--- config.mk ---
export PLATFORM = sky130hd
export DESIGN_NAME = efic_top
export DESIGN_NICKNAME = d
export VERILOG_FILES = /design/src/efic_pkg.sv /design/src/efic_cmd_if.sv /design/src/efic_frame_rx.sv /design/src/efic_ctx_store.sv /design/src/efic_top.sv
export VERILOG_INCLUDE_DIRS = /design/src /design/src/src
export SDC_FILE = /design/constraint.sdc
export NUM_CORES = 2
export LEC_CHECK = 0
export BUFFER_PORTS_ARGS = -buffer_cell sky130_fd_sc_hd__buf_4
export CAP_MARGIN = 10
export CORE_UTILIZATION = 40
export CTS_CLUSTER_DIAMETER = 150
export CTS_CLUSTER_SIZE = 24
export DETAILED_ROUTE_END_ITERATION = 16
export PLACE_DENSITY = 0.65
export SYNTH_ARGS = -nofsm -noshare
export SYNTH_HDL_FRONTEND = slang
export SYNTH_SLANG_ARGS = --single-unit
export TNS_END_PERCENT = 100
--- constraint.sdc ---
create_clock -name ref_clk_in -period 9.9 [get_ports ref_clk_in]
set_input_delay 0.495 -clock ref_clk_in [delete_from_list [all_inputs] [get_ports ref_clk_in]]
set_output_delay 0.495 -clock ref_clk_in [all_outputs]
set_load 0.1 [all_outputs]
--- src/efic_defines.svh ---
`ifndef EFIC_DEFINES_SVH
`define EFIC_DEFINES_SVH
`define EFIC_OP_WIPE        8'h24
`define EFIC_OP_UNMASK      8'h19
`define EFIC_OP_MASK_OFF    8'h1a
`define EFIC_OP_VECTOR      8'h25
`define EFIC_OP_EXIT        8'h26
`define EFIC_IRQ_GLOBAL     8'hff
`define EFIC_ST_OK          8'h64
`define EFIC_ST_BAD_SUM     8'h01
`define EFIC_ST_BAD_OP      8'h02
`define EFIC_FRAME_LEN      4'h9
`define EFIC_NUM_IRQ        32
`define EFIC_NUM_FLAG       5
`define EFIC_WIPE_ALL       8'h00
`define EFIC_FLAG_TIMEOUT   0
`define EFIC_FLAG_ALARM     1
`define EFIC_FLAG_DEVIATION 2
`define EFIC_FLAG_POSITION  3
`define EFIC_FLAG_SHUTDOWN  4
`define EFIC_REG_STATUS     4'h0
`define EFIC_REG_MASK       4'h1
`define EFIC_REG_FLAGS      4'h2
`define EFIC_REG_ENABLE     4'h3
`define EFIC_REG_GLOBAL     4'h4
`define EFIC_EV_BAD_FRAME   0
`define EFIC_EV_ENTRY       1
`define EFIC_EV_EXIT        2
`endif

--- src/efic_pkg.sv ---
package efic_pkg;
    typedef logic [7:0]  efic_byte_t;
    typedef logic [31:0] efic_word_t;
    typedef struct packed {
        efic_word_t accu;
        efic_word_t xreg;
        efic_byte_t flags;
        efic_word_t pc;
    } efic_ctx_t;
    typedef struct packed {
        efic_byte_t addr;
        efic_byte_t op;
        efic_byte_t typ;
        efic_byte_t bank;
        efic_word_t value;
    } efic_cmd_t;
    typedef enum logic [1:0] {
        EFIC_ST_RUN = 2'b00,
        EFIC_ST_IN_HANDLER = 2'b01
    } efic_state_t;
    function automatic efic_byte_t efic_add8(input efic_byte_t a, input efic_byte_t b);
        return efic_byte_t'(a + b);
    endfunction
endpackage

--- src/efic_cmd_if.sv ---
`timescale 1ns/100ps
`default_nettype none
interface efic_cmd_if;
    import efic_pkg::*;
    logic      valid;
    logic      sum_ok;
    efic_cmd_t cmd;
    modport src (output valid, output sum_ok, output cmd);
    modport dst (input valid, input sum_ok, input cmd);
endinterface
`default_nettype wire

--- src/efic_frame_rx.sv ---
`timescale 1ns/100ps
`default_nettype none
`include "efic_defines.svh"
module efic_frame_rx
    import efic_pkg::*;
(
    input  wire logic       ref_clk_in,
    input  wire logic       rst_n_in,
    input  wire logic       byte_valid_in,
    input  wire efic_byte_t byte_in,
    efic_cmd_if.src         cmd_out
);
    typedef struct packed {
        logic [3:0] cnt;
        efic_byte_t sum;
        logic [63:0] buf_b;
        logic       valid;
        logic       ok;
    } efic_rx_t;
    efic_rx_t q, d;
    always_comb begin
        d = q;
        d.valid = 1'b0;
        if (byte_valid_in) begin
            if (q.cnt == `EFIC_FRAME_LEN - 4'h1) begin
                d.ok    = (q.sum == byte_in);
                d.valid = 1'b1;
                d.cnt   = 4'h0;
                d.sum   = 8'h00;
            end else begin
                d.buf_b = {q.buf_b[55:0], byte_in};
                d.sum   = efic_add8(q.sum, byte_in);
                d.cnt   = q.cnt + 4'h1;
            end
        end
    end
    always_ff @(posedge ref_clk_in) begin
        if (!rst_n_in) begin
            q <= '0;
        end else begin
            q <= d;
        end
    end
    assign cmd_out.valid  = q.valid;
    assign cmd_out.sum_ok = q.ok;
    assign cmd_out.cmd    = q.buf_b;
    chk_frame_after_nine: assert property (@(posedge ref_clk_in)
        disable iff (!rst_n_in)
        byte_valid_in && q.cnt == 4'h8 |=> cmd_out.valid && q.cnt == 4'h0)
        else $error("frame end not flagged");
endmodule // efic_frame_rx
`default_nettype wire

--- src/efic_ctx_store.sv ---
`timescale 1ns/100ps
`default_nettype none
`include "efic_defines.svh"
module efic_ctx_store
    import efic_pkg::*;
(
    input  wire logic      ref_clk_in,
    input  wire logic      rst_n_in,
    input  wire logic      save_in,
    input  wire efic_ctx_t ctx_in,
    output efic_ctx_t      ctx_out
);
    typedef struct packed {
        efic_ctx_t saved;
    } efic_cs_t;
    efic_cs_t q, d;
    always_comb begin
        d = q;
        if (save_in) begin
            d.saved = ctx_in;
        end
    end
    always_ff @(posedge ref_clk_in) begin
        if (!rst_n_in) begin
            q <= '0;
        end else begin
            q <= d;
        end
    end
    assign ctx_out = q.saved;
    chk_save_holds_ctx: assert property (@(posedge ref_clk_in)
        disable iff (!rst_n_in)
        save_in |=> ctx_out == $past(ctx_in))
        else $error("context not saved");
endmodule // efic_ctx_store
`default_nettype wire

--- src/efic_top.sv ---
// Behaviour
// - code 36 wipes selected error flags
// - type 0 all, 1..5 single flag
// - code 25 sets one source enable
// - number 255 sets global enable
// - code 26 clears one source enable
// - number 255 clears global enable
// - code 37 stores handler entry vector
// - redefinition overwrites stored vector
// - code 38 restores saved context, resumes
// - direct mode replies status 100 to good frames with known codes
// - frame: addr, op, type, bank, value, sum
`timescale 1ns/100ps
`default_nettype none
`include "efic_defines.svh"
module efic_top
    import efic_pkg::*;
(
    input  wire logic                      ref_clk_in,
    input  wire logic                      rst_n_in,
    input  wire logic                      byte_valid_in,
    input  wire efic_byte_t                byte_in,
    input  wire logic                      direct_mode_in,
    input  wire logic                      prog_cmd_valid_in,
    input  wire efic_cmd_t                 prog_cmd_in,
    input  wire logic [`EFIC_NUM_IRQ-1:0]  irq_src_in,
    input  wire logic [`EFIC_NUM_FLAG-1:0] err_set_in,
    input  wire efic_ctx_t                 cur_ctx_in,
    input  wire logic [3:0]                reg_addr_in,
    input  wire efic_word_t                reg_wdata_in,
    input  wire logic                      reg_wr_in,
    input  wire logic                      reg_rd_in,
    output efic_word_t                     reg_rdata_out,
    output logic                           irq_out,
    output logic                           reply_valid_out,
    output efic_byte_t                     reply_status_out,
    output efic_byte_t                     reply_op_out,
    output logic [`EFIC_NUM_FLAG-1:0]      err_flags_out,
    output logic                           jump_out,
    output efic_word_t                     jump_pc_out,
    output logic                           restore_out,
    output efic_ctx_t                      restore_ctx_out,
    output logic                           in_handler_out
);
    typedef struct packed {
        efic_state_t                 st;
        logic [`EFIC_NUM_FLAG-1:0]   flags;
        logic [`EFIC_NUM_IRQ-1:0]    en;
        logic                        gen;
        logic [2:0]                  ev;
        logic [2:0]                  mask;
        logic                        rep_v;
        efic_byte_t                  rep_st;
        efic_byte_t                  rep_op;
        logic                        jmp;
        efic_word_t                  jpc;
        logic                        rst_o;
        efic_word_t                  rdata;
    } efic_st_t;

    efic_st_t q, d;
    efic_word_t vec_q [`EFIC_NUM_IRQ];
    efic_cmd_if cmd_bus ();
    efic_ctx_t  saved_ctx;
    logic       save_now;
    logic       cmd_go;
    efic_cmd_t  cmd;
    logic       pend_any;
    logic [4:0] pend_idx;
    logic       vec_we;

    efic_frame_rx u_rx (
        .ref_clk_in    (ref_clk_in),
        .rst_n_in      (rst_n_in),
        .byte_valid_in (byte_valid_in),
        .byte_in       (byte_in),
        .cmd_out       (cmd_bus.src)
    );

    efic_ctx_store u_ctx (
        .ref_clk_in (ref_clk_in),
        .rst_n_in   (rst_n_in),
        .save_in    (save_now),
        .ctx_in     (cur_ctx_in),
        .ctx_out    (saved_ctx)
    );

    function automatic logic [4:0] efic_first(input logic [`EFIC_NUM_IRQ-1:0] v);
        logic [4:0] r;
        r = 5'h00;
        for (int i = `EFIC_NUM_IRQ - 1; i >= 0; i--) begin
            if (v[i]) begin
                r = 5'(i);
            end
        end
        return r;
    endfunction

    // host frames only count in direct mode; program commands otherwise
    assign cmd_go = direct_mode_in ? (cmd_bus.valid && cmd_bus.sum_ok)
                                   : prog_cmd_valid_in;
    assign cmd    = direct_mode_in ? cmd_bus.cmd : prog_cmd_in;
    assign vec_we = cmd_go && cmd.op == `EFIC_OP_VECTOR && cmd.typ < 8'(`EFIC_NUM_IRQ);
    assign pend_any = q.gen && |(irq_src_in & q.en) && q.st == EFIC_ST_RUN && !cmd_go;
    assign pend_idx = efic_first(irq_src_in & q.en);
    assign save_now = pend_any;

    always_comb begin
        d = q;
        d.rep_v = 1'b0;
        d.jmp   = 1'b0;
        d.rst_o = 1'b0;
        d.rdata = '0;
        // hardware fault events set, wipe below clears; set applied last wins
        if (cmd_go) begin
            unique case (cmd.op)
                `EFIC_OP_WIPE: begin
                    if (cmd.typ == `EFIC_WIPE_ALL) begin
                        d.flags = '0;
                    end else if (cmd.typ <= 8'(`EFIC_NUM_FLAG)) begin
                        d.flags[cmd.typ[2:0] - 3'h1] = 1'b0;
                    end
                end
                `EFIC_OP_UNMASK: begin
                    if (cmd.typ == `EFIC_IRQ_GLOBAL) begin
                        d.gen = 1'b1;
                    end else if (cmd.typ < 8'(`EFIC_NUM_IRQ)) begin
                        d.en[cmd.typ[4:0]] = 1'b1;
                    end
                end
                `EFIC_OP_MASK_OFF: begin
                    if (cmd.typ == `EFIC_IRQ_GLOBAL) begin
                        d.gen = 1'b0;
                    end else if (cmd.typ < 8'(`EFIC_NUM_IRQ)) begin
                        d.en[cmd.typ[4:0]] = 1'b0;
                    end
                end
                `EFIC_OP_VECTOR: begin
                end
                `EFIC_OP_EXIT: begin
                    // exit only meaningful inside a handler
                    if (q.st == EFIC_ST_IN_HANDLER) begin
                        d.rst_o = 1'b1;
                        d.st    = EFIC_ST_RUN;
                        d.ev[`EFIC_EV_EXIT] = 1'b1;
                    end
                end
                default: begin
                end
            endcase
            if (direct_mode_in) begin
                d.rep_v  = 1'b1;
                d.rep_op = cmd.op;
                d.rep_st = (cmd.op == `EFIC_OP_WIPE || cmd.op == `EFIC_OP_UNMASK ||
                            cmd.op == `EFIC_OP_MASK_OFF || cmd.op == `EFIC_OP_VECTOR ||
                            cmd.op == `EFIC_OP_EXIT) ? `EFIC_ST_OK : `EFIC_ST_BAD_OP;
            end
        end else if (direct_mode_in && cmd_bus.valid) begin
            d.rep_v  = 1'b1;
            d.rep_op = cmd_bus.cmd.op;
            d.rep_st = `EFIC_ST_BAD_SUM;
            d.ev[`EFIC_EV_BAD_FRAME] = 1'b1;
        end
        if (pend_any) begin
            d.jmp = 1'b1;
            d.jpc = vec_q[pend_idx];
            d.st  = EFIC_ST_IN_HANDLER;
            d.ev[`EFIC_EV_ENTRY] = 1'b1;
        end
        d.flags = d.flags | err_set_in;
        if (reg_wr_in) begin
            unique case (reg_addr_in)
                `EFIC_REG_STATUS: d.ev   = d.ev & ~reg_wdata_in[2:0] | (d.ev & ~q.ev);
                `EFIC_REG_MASK:   d.mask = reg_wdata_in[2:0];
                `EFIC_REG_ENABLE: d.en   = reg_wdata_in;
                `EFIC_REG_GLOBAL: d.gen  = reg_wdata_in[0];
                default: begin
                end
            endcase
        end
        if (reg_rd_in) begin
            unique case (reg_addr_in)
                `EFIC_REG_STATUS: d.rdata = {29'h0, q.ev};
                `EFIC_REG_MASK:   d.rdata = {29'h0, q.mask};
                `EFIC_REG_FLAGS:  d.rdata = {27'h0, q.flags};
                `EFIC_REG_ENABLE: d.rdata = q.en;
                `EFIC_REG_GLOBAL: d.rdata = {31'h0, q.gen};
                default:          d.rdata = 32'h0;
            endcase
        end
    end

    always_ff @(posedge ref_clk_in) begin
        if (!rst_n_in) begin
            q <= '0;
        end else begin
            q <= d;
        end
    end

    // vectors kept out of the reset struct; unset entries read zero
    always_ff @(posedge ref_clk_in) begin
        if (!rst_n_in) begin
            for (int i = 0; i < `EFIC_NUM_IRQ; i++) begin
                vec_q[i] <= 32'h0;
            end
        end else if (vec_we) begin
            vec_q[cmd.typ[4:0]] <= cmd.value;
        end
    end

    assign reg_rdata_out    = q.rdata;
    assign irq_out          = |(q.ev & q.mask);
    assign reply_valid_out  = q.rep_v;
    assign reply_status_out = q.rep_st;
    assign reply_op_out     = q.rep_op;
    assign err_flags_out    = q.flags;
    assign jump_out         = q.jmp;
    assign jump_pc_out      = q.jpc;
    assign restore_out      = q.rst_o;
    assign restore_ctx_out  = saved_ctx;
    assign in_handler_out   = q.st == EFIC_ST_IN_HANDLER;

    chk_wipe_all_clears: assert property (@(posedge ref_clk_in)
        disable iff (!rst_n_in)
        cmd_go && cmd.op == `EFIC_OP_WIPE && cmd.typ == 8'h00 && err_set_in == '0
        |=> err_flags_out == '0) else $error("wipe all failed");
    chk_wipe_timeout: assert property (@(posedge ref_clk_in)
        disable iff (!rst_n_in)
        cmd_go && cmd.op == `EFIC_OP_WIPE && cmd.typ == 8'h01 && !err_set_in[0]
        |=> !err_flags_out[0]) else $error("timeout wipe failed");
    chk_global_on: assert property (@(posedge ref_clk_in)
        disable iff (!rst_n_in)
        cmd_go && cmd.op == `EFIC_OP_UNMASK && cmd.typ == 8'hff && !reg_wr_in
        |=> q.gen) else $error("global enable not set");
    chk_global_off: assert property (@(posedge ref_clk_in)
        disable iff (!rst_n_in)
        !q.gen |=> !jump_out) else $error("entry while global off");
    chk_src_disabled: assert property (@(posedge ref_clk_in)
        disable iff (!rst_n_in)
        cmd_go && cmd.op == `EFIC_OP_MASK_OFF && cmd.typ == 8'h00 && !reg_wr_in
        |=> !q.en[0]) else $error("source not disabled");
    chk_vector_store: assert property (@(posedge ref_clk_in)
        disable iff (!rst_n_in)
        vec_we |=> vec_q[$past(cmd.typ[4:0])] == $past(cmd.value))
        else $error("vector not stored");
    chk_exit_restore: assert property (@(posedge ref_clk_in)
        disable iff (!rst_n_in)
        cmd_go && cmd.op == `EFIC_OP_EXIT && in_handler_out
        |=> restore_out && !in_handler_out) else $error("exit did not restore");
    chk_reply_ok: assert property (@(posedge ref_clk_in)
        disable iff (!rst_n_in)
        direct_mode_in && cmd_go && cmd.op == `EFIC_OP_VECTOR
        |=> reply_valid_out && reply_status_out == 8'h64) else $error("bad reply");
    chk_entry_jump: assert property (@(posedge ref_clk_in)
        disable iff (!rst_n_in)
        pend_any |=> jump_out && in_handler_out) else $error("no jump on entry");
    chk_wipe_shutdown: assert property (@(posedge ref_clk_in)
        disable iff (!rst_n_in)
        cmd_go && cmd.op == `EFIC_OP_WIPE && cmd.typ == 8'h05 && !err_set_in[4]
        |=> !err_flags_out[4]) else $error("shutdown wipe failed");
    chk_src_enable: assert property (@(posedge ref_clk_in)
        disable iff (!rst_n_in)
        cmd_go && cmd.op == `EFIC_OP_UNMASK && cmd.typ < 8'h20 && !reg_wr_in
        |=> q.en[$past(cmd.typ[4:0])]) else $error("source not enabled");
    chk_global_clear: assert property (@(posedge ref_clk_in)
        disable iff (!rst_n_in)
        cmd_go && cmd.op == `EFIC_OP_MASK_OFF && cmd.typ == 8'hff && !reg_wr_in
        |=> !q.gen) else $error("global enable not cleared");
    chk_jump_vector: assert property (@(posedge ref_clk_in)
        disable iff (!rst_n_in)
        pend_any |=> jump_pc_out == $past(vec_q[pend_idx])) else $error("wrong handler entry");
    chk_stray_exit: assert property (@(posedge ref_clk_in)
        disable iff (!rst_n_in)
        cmd_go && cmd.op == `EFIC_OP_EXIT && !in_handler_out |=> !restore_out)
        else $error("restore outside handler");
    chk_wipe_reply: assert property (@(posedge ref_clk_in)
        disable iff (!rst_n_in)
        direct_mode_in && cmd_go && cmd.op == `EFIC_OP_WIPE
        |=> reply_valid_out && reply_status_out == 8'h64) else $error("no ok reply to wipe");
    chk_prog_no_reply: assert property (@(posedge ref_clk_in)
        disable iff (!rst_n_in)
        !direct_mode_in |=> !reply_valid_out) else $error("reply in program mode");
    chk_bad_sum_reply: assert property (@(posedge ref_clk_in)
        disable iff (!rst_n_in)
        direct_mode_in && cmd_bus.valid && !cmd_bus.sum_ok
        |=> reply_valid_out && reply_status_out == 8'h01) else $error("bad sum not refused");
endmodule // efic_top
`default_nettype wire

Yosys cells after proc, flatten, opt, wreduce, memory -nomap -nowiden
Memory sizes are Yosys's and may differ from the RTL's.
Index checks and enable logic that the tools add are counted.

storage, ports and cells
  register bits after elaboration = 302
  RAM bits = 1024
  input bits = 256
  output and inout bits = 194
  memories kept = 1

memories
  memory  depth  bits a word  read ports  clocked after Yosys merged registers in  write ports  RTL line        RTL
  vec_q   32     32           1           0                                        32           efic_top.sv:62  efic_word_t vec_q [`EFIC_NUM_IRQ];

operators by class
  $add $sub $neg = 3
  magnitude comparators = 6
  eq/ne operators = 13
  mux-type cells = 78
  bitwise operators = 14
  reduce and logical (&&, ||, !) cells = 32

operators by type and width
  kind                                                 number
  2-to-1 mux 32 bit                                    6
  2-to-1 mux 5 bit                                     36
  case mux 32 bit (5 select lines)                     1
  case mux 33 bit (2 select lines)                     1
  AND 32 bit                                           2
  OR reduction 32 bit                                  2
  2-to-1 mux 56 bit                                    1
  2-to-1 mux 17 bit                                    3
  2-to-1 mux 40 bit                                    1
  2-to-1 mux 39 bit                                    1
  2-to-1 mux 33 bit                                    1
  NOT 32 bit                                           1
  OR 32 bit                                            1
  equality test 8 x 6 -> 1 bit, second input constant  3
  2-to-1 mux 1 bit                                     20
  equality test 8 x 5 -> 1 bit, second input constant  2
  2-to-1 mux 12 bit                                    1
  AND reduction 2 bit                                  6
  AND 3 bit                                            3
  logical AND 1 bit                                    9
  adder 8 bit                                          1
  equality test 4 x 2 -> 1 bit, second input constant  2
  equality test 8 bit                                  1
  equality test 8 bit, second input constant           1
  other kinds (31)                                     40

Depth between registers and ports, before layout
An unclocked memory read counts as a cell.

  depth in word-level cells = 35
  gate-level depth with buffers = 13

Modules after synthesis
From an unflattened synthesis, not the netlist that was laid out.

second synthesis, totals
  cell total of the unflattened synthesis = 5440
  area, all modules = 58702.6 um^2

modules (own cells, without submodules)
  module          instances  cells each  area each (um^2)  seq. area each (um^2)
  efic_top        1          4657        51189.1           33211.9
  efic_ctx_store  1          335         3958.8            2082.0
  efic_frame_rx   1          448         3554.7            1561.5

Worst setup path after synthesis
Ideal clock, no wire load.

  path type = input to register
  start point = input direct_mode_in
  end point = memory vec_q[8][0] (netlist name), enable pin
  library setup time = 0.389 ns
  arrival = 3.965 ns
  setup slack = 5.545 ns
  stages on the path = 13
  buffers on the path = 7
  path through = clkbuf_1 buf_2 buf_1 buf_1 mux2i_1 ha_1 clkbuf_1 and2_0 clkbuf_1 and2_1 nand2_1 clkbuf_1 nand2_1

RTL lines
  element      RTL line        RTL
  from (decl)  efic_top.sv:23  input wire logic direct_mode_in,
  to (decl)    efic_top.sv:62

Final worst setup path
  start point = register q[117] (netlist name)
  end point = register q, in the netlist jump_pc_out[5]

between the ends
  longest elaborated chain between the ends = 30

ends and longest elaborated chain
  element                          RTL line                          RTL
  from (decl)                      efic_top.sv:61                    efic_st_t q, d;
  from (signal assigned)           efic_top.sv:195                   q <= '0;
  from (signal assigned)           efic_top.sv:197                   q <= d;
  AND 32 bit *                     efic_top.sv:104, efic_top.sv:105
  2-to-1 mux 5 bit (28 in series)  efic_top.sv:92                    if (v[i]) begin
  memory read (32 x 32 bit)        n/a

Every way passes the cells marked *; elsewhere a longest branch is shown, timed or not.
A chain may end at the register's enable or synchronous reset.

==> results.tsv <==
stage	metric	value	unit
timing	rsz0062_at_grt	no	
synth	yosys_warnings	0	
critical_path	crit_chain	nand2_1 > a32o_1 > o2111ai_1 > a2111o_2 > buf_4 > nand3_4 > buf_4 > o21ai_0 > o32ai_1 > a2111oi_0 > a311oi_1	
placement	dp.cells	7287	
clocking	clock_sink_count	1321	
critical_path	cpPeakStageDelay	1.32	ns
critical_path	slowest_stage	a2111oi_0	
synth	synth_common_cells	1,240 x nor2_1, 1,024 x edfxtp_1, 618 x nand2_1, 371 x clkbuf_1, 297 x dfxtp_1	
clocking	cts_tree	yes	
critical_path	critPathMaxFanout	66	
grt	grt_antenna_before_repair	8	
final_layout	multi_input_area	18600	um^2
floorplan	dieHeight	381	um
timing	fmax	189	MHz
placement	post-dp-hpwl	111000	um
synth	synthDistinctLibCells	74	
timing	hold_violations	0	
synth	synth_edf_count	1024	
critical_path	worstSetupPathDepth	11	
status	violations	max-capacitance violations, max-slew violations	
timing	slew_viol_final	2	
synth	synth_area_leaders	edfxtp_1 54%, dfxtp_1 10%, nor2_1 8.1%	
synth	ys_seq_area_frac	0.639	
pwr	switching_share	0.273	
critical_path	crit_required	10.44	ns
min_path	hold_class	in -> reg	
timing	worstMarginPinSlew	1.53	ns
critical_path	worstSetupPathType	reg -> reg	
pwr	p_sw	2.90	mW
grt	grt_pass1_wl	262000	um
critical_path	cp-end-kind	register	
routing	dr.pass1.iters	6	
timing	finalCriticalPeriod	5.29	ns
pwr	peakVddDrop	144	uV
synth	synth_area	57500	um^2
pwr	p_clk_frac	0.278	
grt	grt_max_degree	156	
synth	yosys.area.top_type	edfxtp_1	
pwr	powerDensity	164	nW/um^2
final_layout	drive_gt1_frac	0.126	
job	cap_violations	1	
routing	ant_nets	0	
clocking	cts.path.max_buffers	3	
final_layout	fillCellCount	12918	
timing	setup_tns	0	ns
floorplan	fp.dieW	381	um
clocking	cts.clk_slew.worst_paths	0.11	ns
critical_path	critPathArrivalTime	5.83	ns
routing	vias	42442	
critical_path	r2r_cells	11	
final_layout	final_util	0.457	
synth	synth_area_per_cell	10.7	um^2
clocking	clock_latency	0.74	ns
status	status	finished, violations left	
final_layout	syn_to_final_growth	13.0	%
floorplan	core	142000	um^2
synth	synthArstFlopShare	0	
placement	port_buffers	430	
clocking	postCtsSetupRepairBufs	0	
critical_path	crit_family	compound AO/OA/AOI/OAI gates	
pwr	p_comb_frac	0.144	
routing	wl_per_cell	23.6	um
routing	drcViolationCount	0	
synth	synth_ff_type	edfxtp_1	
synth	yosys.area.top_type_share	0.535	
synth	netlist_instances	5389	
routing	drt_iter0_markers	5165	
placement	globalplace.congestion	0.907	
floorplan	rows	138	
routing	finalWirelength	178000	um
floorplan	initial_core_util	0.404	
routing	viasPerCell	5.65	
floorplan	die_area	145000	um^2
pwr	internal_power	7.73	mW
critical_path	worstSetupStartpointType	register	
clocking	numCtsBuffers	61	
timing	min_period_over_period	0.535	
synth	yosysMostFrequentCell	nor2_1	
timing	clock_skew	0.0290	ns
grt	grt-ovfl-total	0	
clocking	clockRootBuffer	clkbuf_16	
grt	grt_pass1_vias	40109	
final_layout	regArea	36700	um^2
final_layout	final_nets	5834	
clocking	h-tree-depth	2	
critical_path	crit_buf_inv	2	
timing	slew_headroom	-0.0490	
critical_path	crit_path_frequent_cell	buf_4	
pwr	p_leak	22.9	nW
final_layout	stdcell_count	7511	
pwr	pwr-share-seq	0.578	
grt	gr-usage-all-layers	0.237	
floorplan	io_pins	450	
timing	setup_viol	0	
synth	synth-seq-cells	1321	
min_path	holdPathStages	3	
-- kinds of logic (layout without fill, tap and decap cells) --
family          Yosys count  in the layout  synth area share
other cells               1             10         0.0000653
buf+inv                 613            836            0.0481
mux                     246            246            0.0434
fa+ha+maj                14             14           0.00318
xor+xnor                  8              8           0.00122
simple gates           2207           2207             0.157
compound gates          979            979             0.109
flops                  1321           1321             0.639
-- layer usage --
| layer | part of all wire | global-route usage |
|---|---|---|
| met4 | 0.033 | 0.0757 |
| met2 | 0.48 | 0.397 |
| met3 | 0.081 | 0.0343 |
| met5 | 0 | 0 |
| met1 | 0.40 | 0.316 |
-- registers in the layout, summed over array words and instances, names as in the netlist --
signal               cells
u_rx.q                  12
u_rx.cmd_out.sum_ok      1
jump_out                 1
reply_valid_out          1
reply_op_out             8
u_rx.cmd_out.valid       1
err_flags_out            5
restore_out              1
jump_pc_out             32
vec_q                 1024
reply_status_out         3
u_ctx.ctx_out          104
q                       40
reg_rdata_out           32
u_rx.cmd_out.cmd        56
-- cells in the final DEF, fill, tap and decap left out, types with 68 or more instances in the layout --
| cell type | n |
|---|---|
| nor2_1 | 1237 |
| edfxtp_1 | 1024 |
| nand2_1 | 614 |
| buf_4 | 569 |
| dfxtp_1 | 297 |
| a21oi_1 | 289 |
| o21ai_0 | 260 |
| mux2i_1 | 207 |
| dlygate4sd3_1 | 101 |
| nor3_1 | 80 |
| nand3_1 | 76 |
| and2_1 | 76 |
| and3_1 | 68 |
-- worst min-delay path: stages --
cell and delay, ns:
buf_4 0.12, nand2_1 0.05, a21oi_1 0.06
-- per-stage QoR --
step           instance area, um^2  power (mW)  setup slack [ns]  hold WS (ns)
2_1_floorplan                57500        7.17              5.55         0.432
5_1_grt                      64900        10.9              4.50        0.0211
4_1_cts                      64900        10.6              4.78      0.000375
6_report                     64900        10.6              4.61        0.0324
3_3_place_gp                 62100        7.73              4.40         0.441
3_5_place_dp                 62100        7.75              4.35         0.446
-- power groups by stage --
stage	sequential, mW	combinational [mW]	clock [mW]
floorplan	6.28	0.899	0
global placement	6.26	1.46	0
detailed placement	6.27	1.48	0
CTS	6.14	1.52	2.99
global route	6.16	1.62	3.17
finish	6.14	1.53	2.96
-- worst paths after layout --
path	start	end	slack (ns)
hold / removal	byte_in[3]	u_rx.cmd_out.cmd[3]	0.03
setup reg to reg	q[117]	jump_pc_out[5]	4.61
hold reg to reg	u_ctx.ctx_out[87]	u_ctx.ctx_out[87]	0.46
setup / recovery	q[117]	jump_pc_out[5]	4.61
-- timing repair --
action,4_1_cts,5_1_grt
hold buffers,101,0
endpoints found under the hold margin,101,0
resized for setup,0,0
-- area by class of cell --
class,instances,share of cell area
flip-flops and latches,1321,0.565
multi-input cells,3457,0.286
repair buffers,675,0.0823
well taps,1890,0.0364
clock buffers,109,0.0263
inverters,48,0.00289
clock inverters,4,0.00110
diodes,7,0.000270
Note: power is estimated with default switching activity, not from simulation.
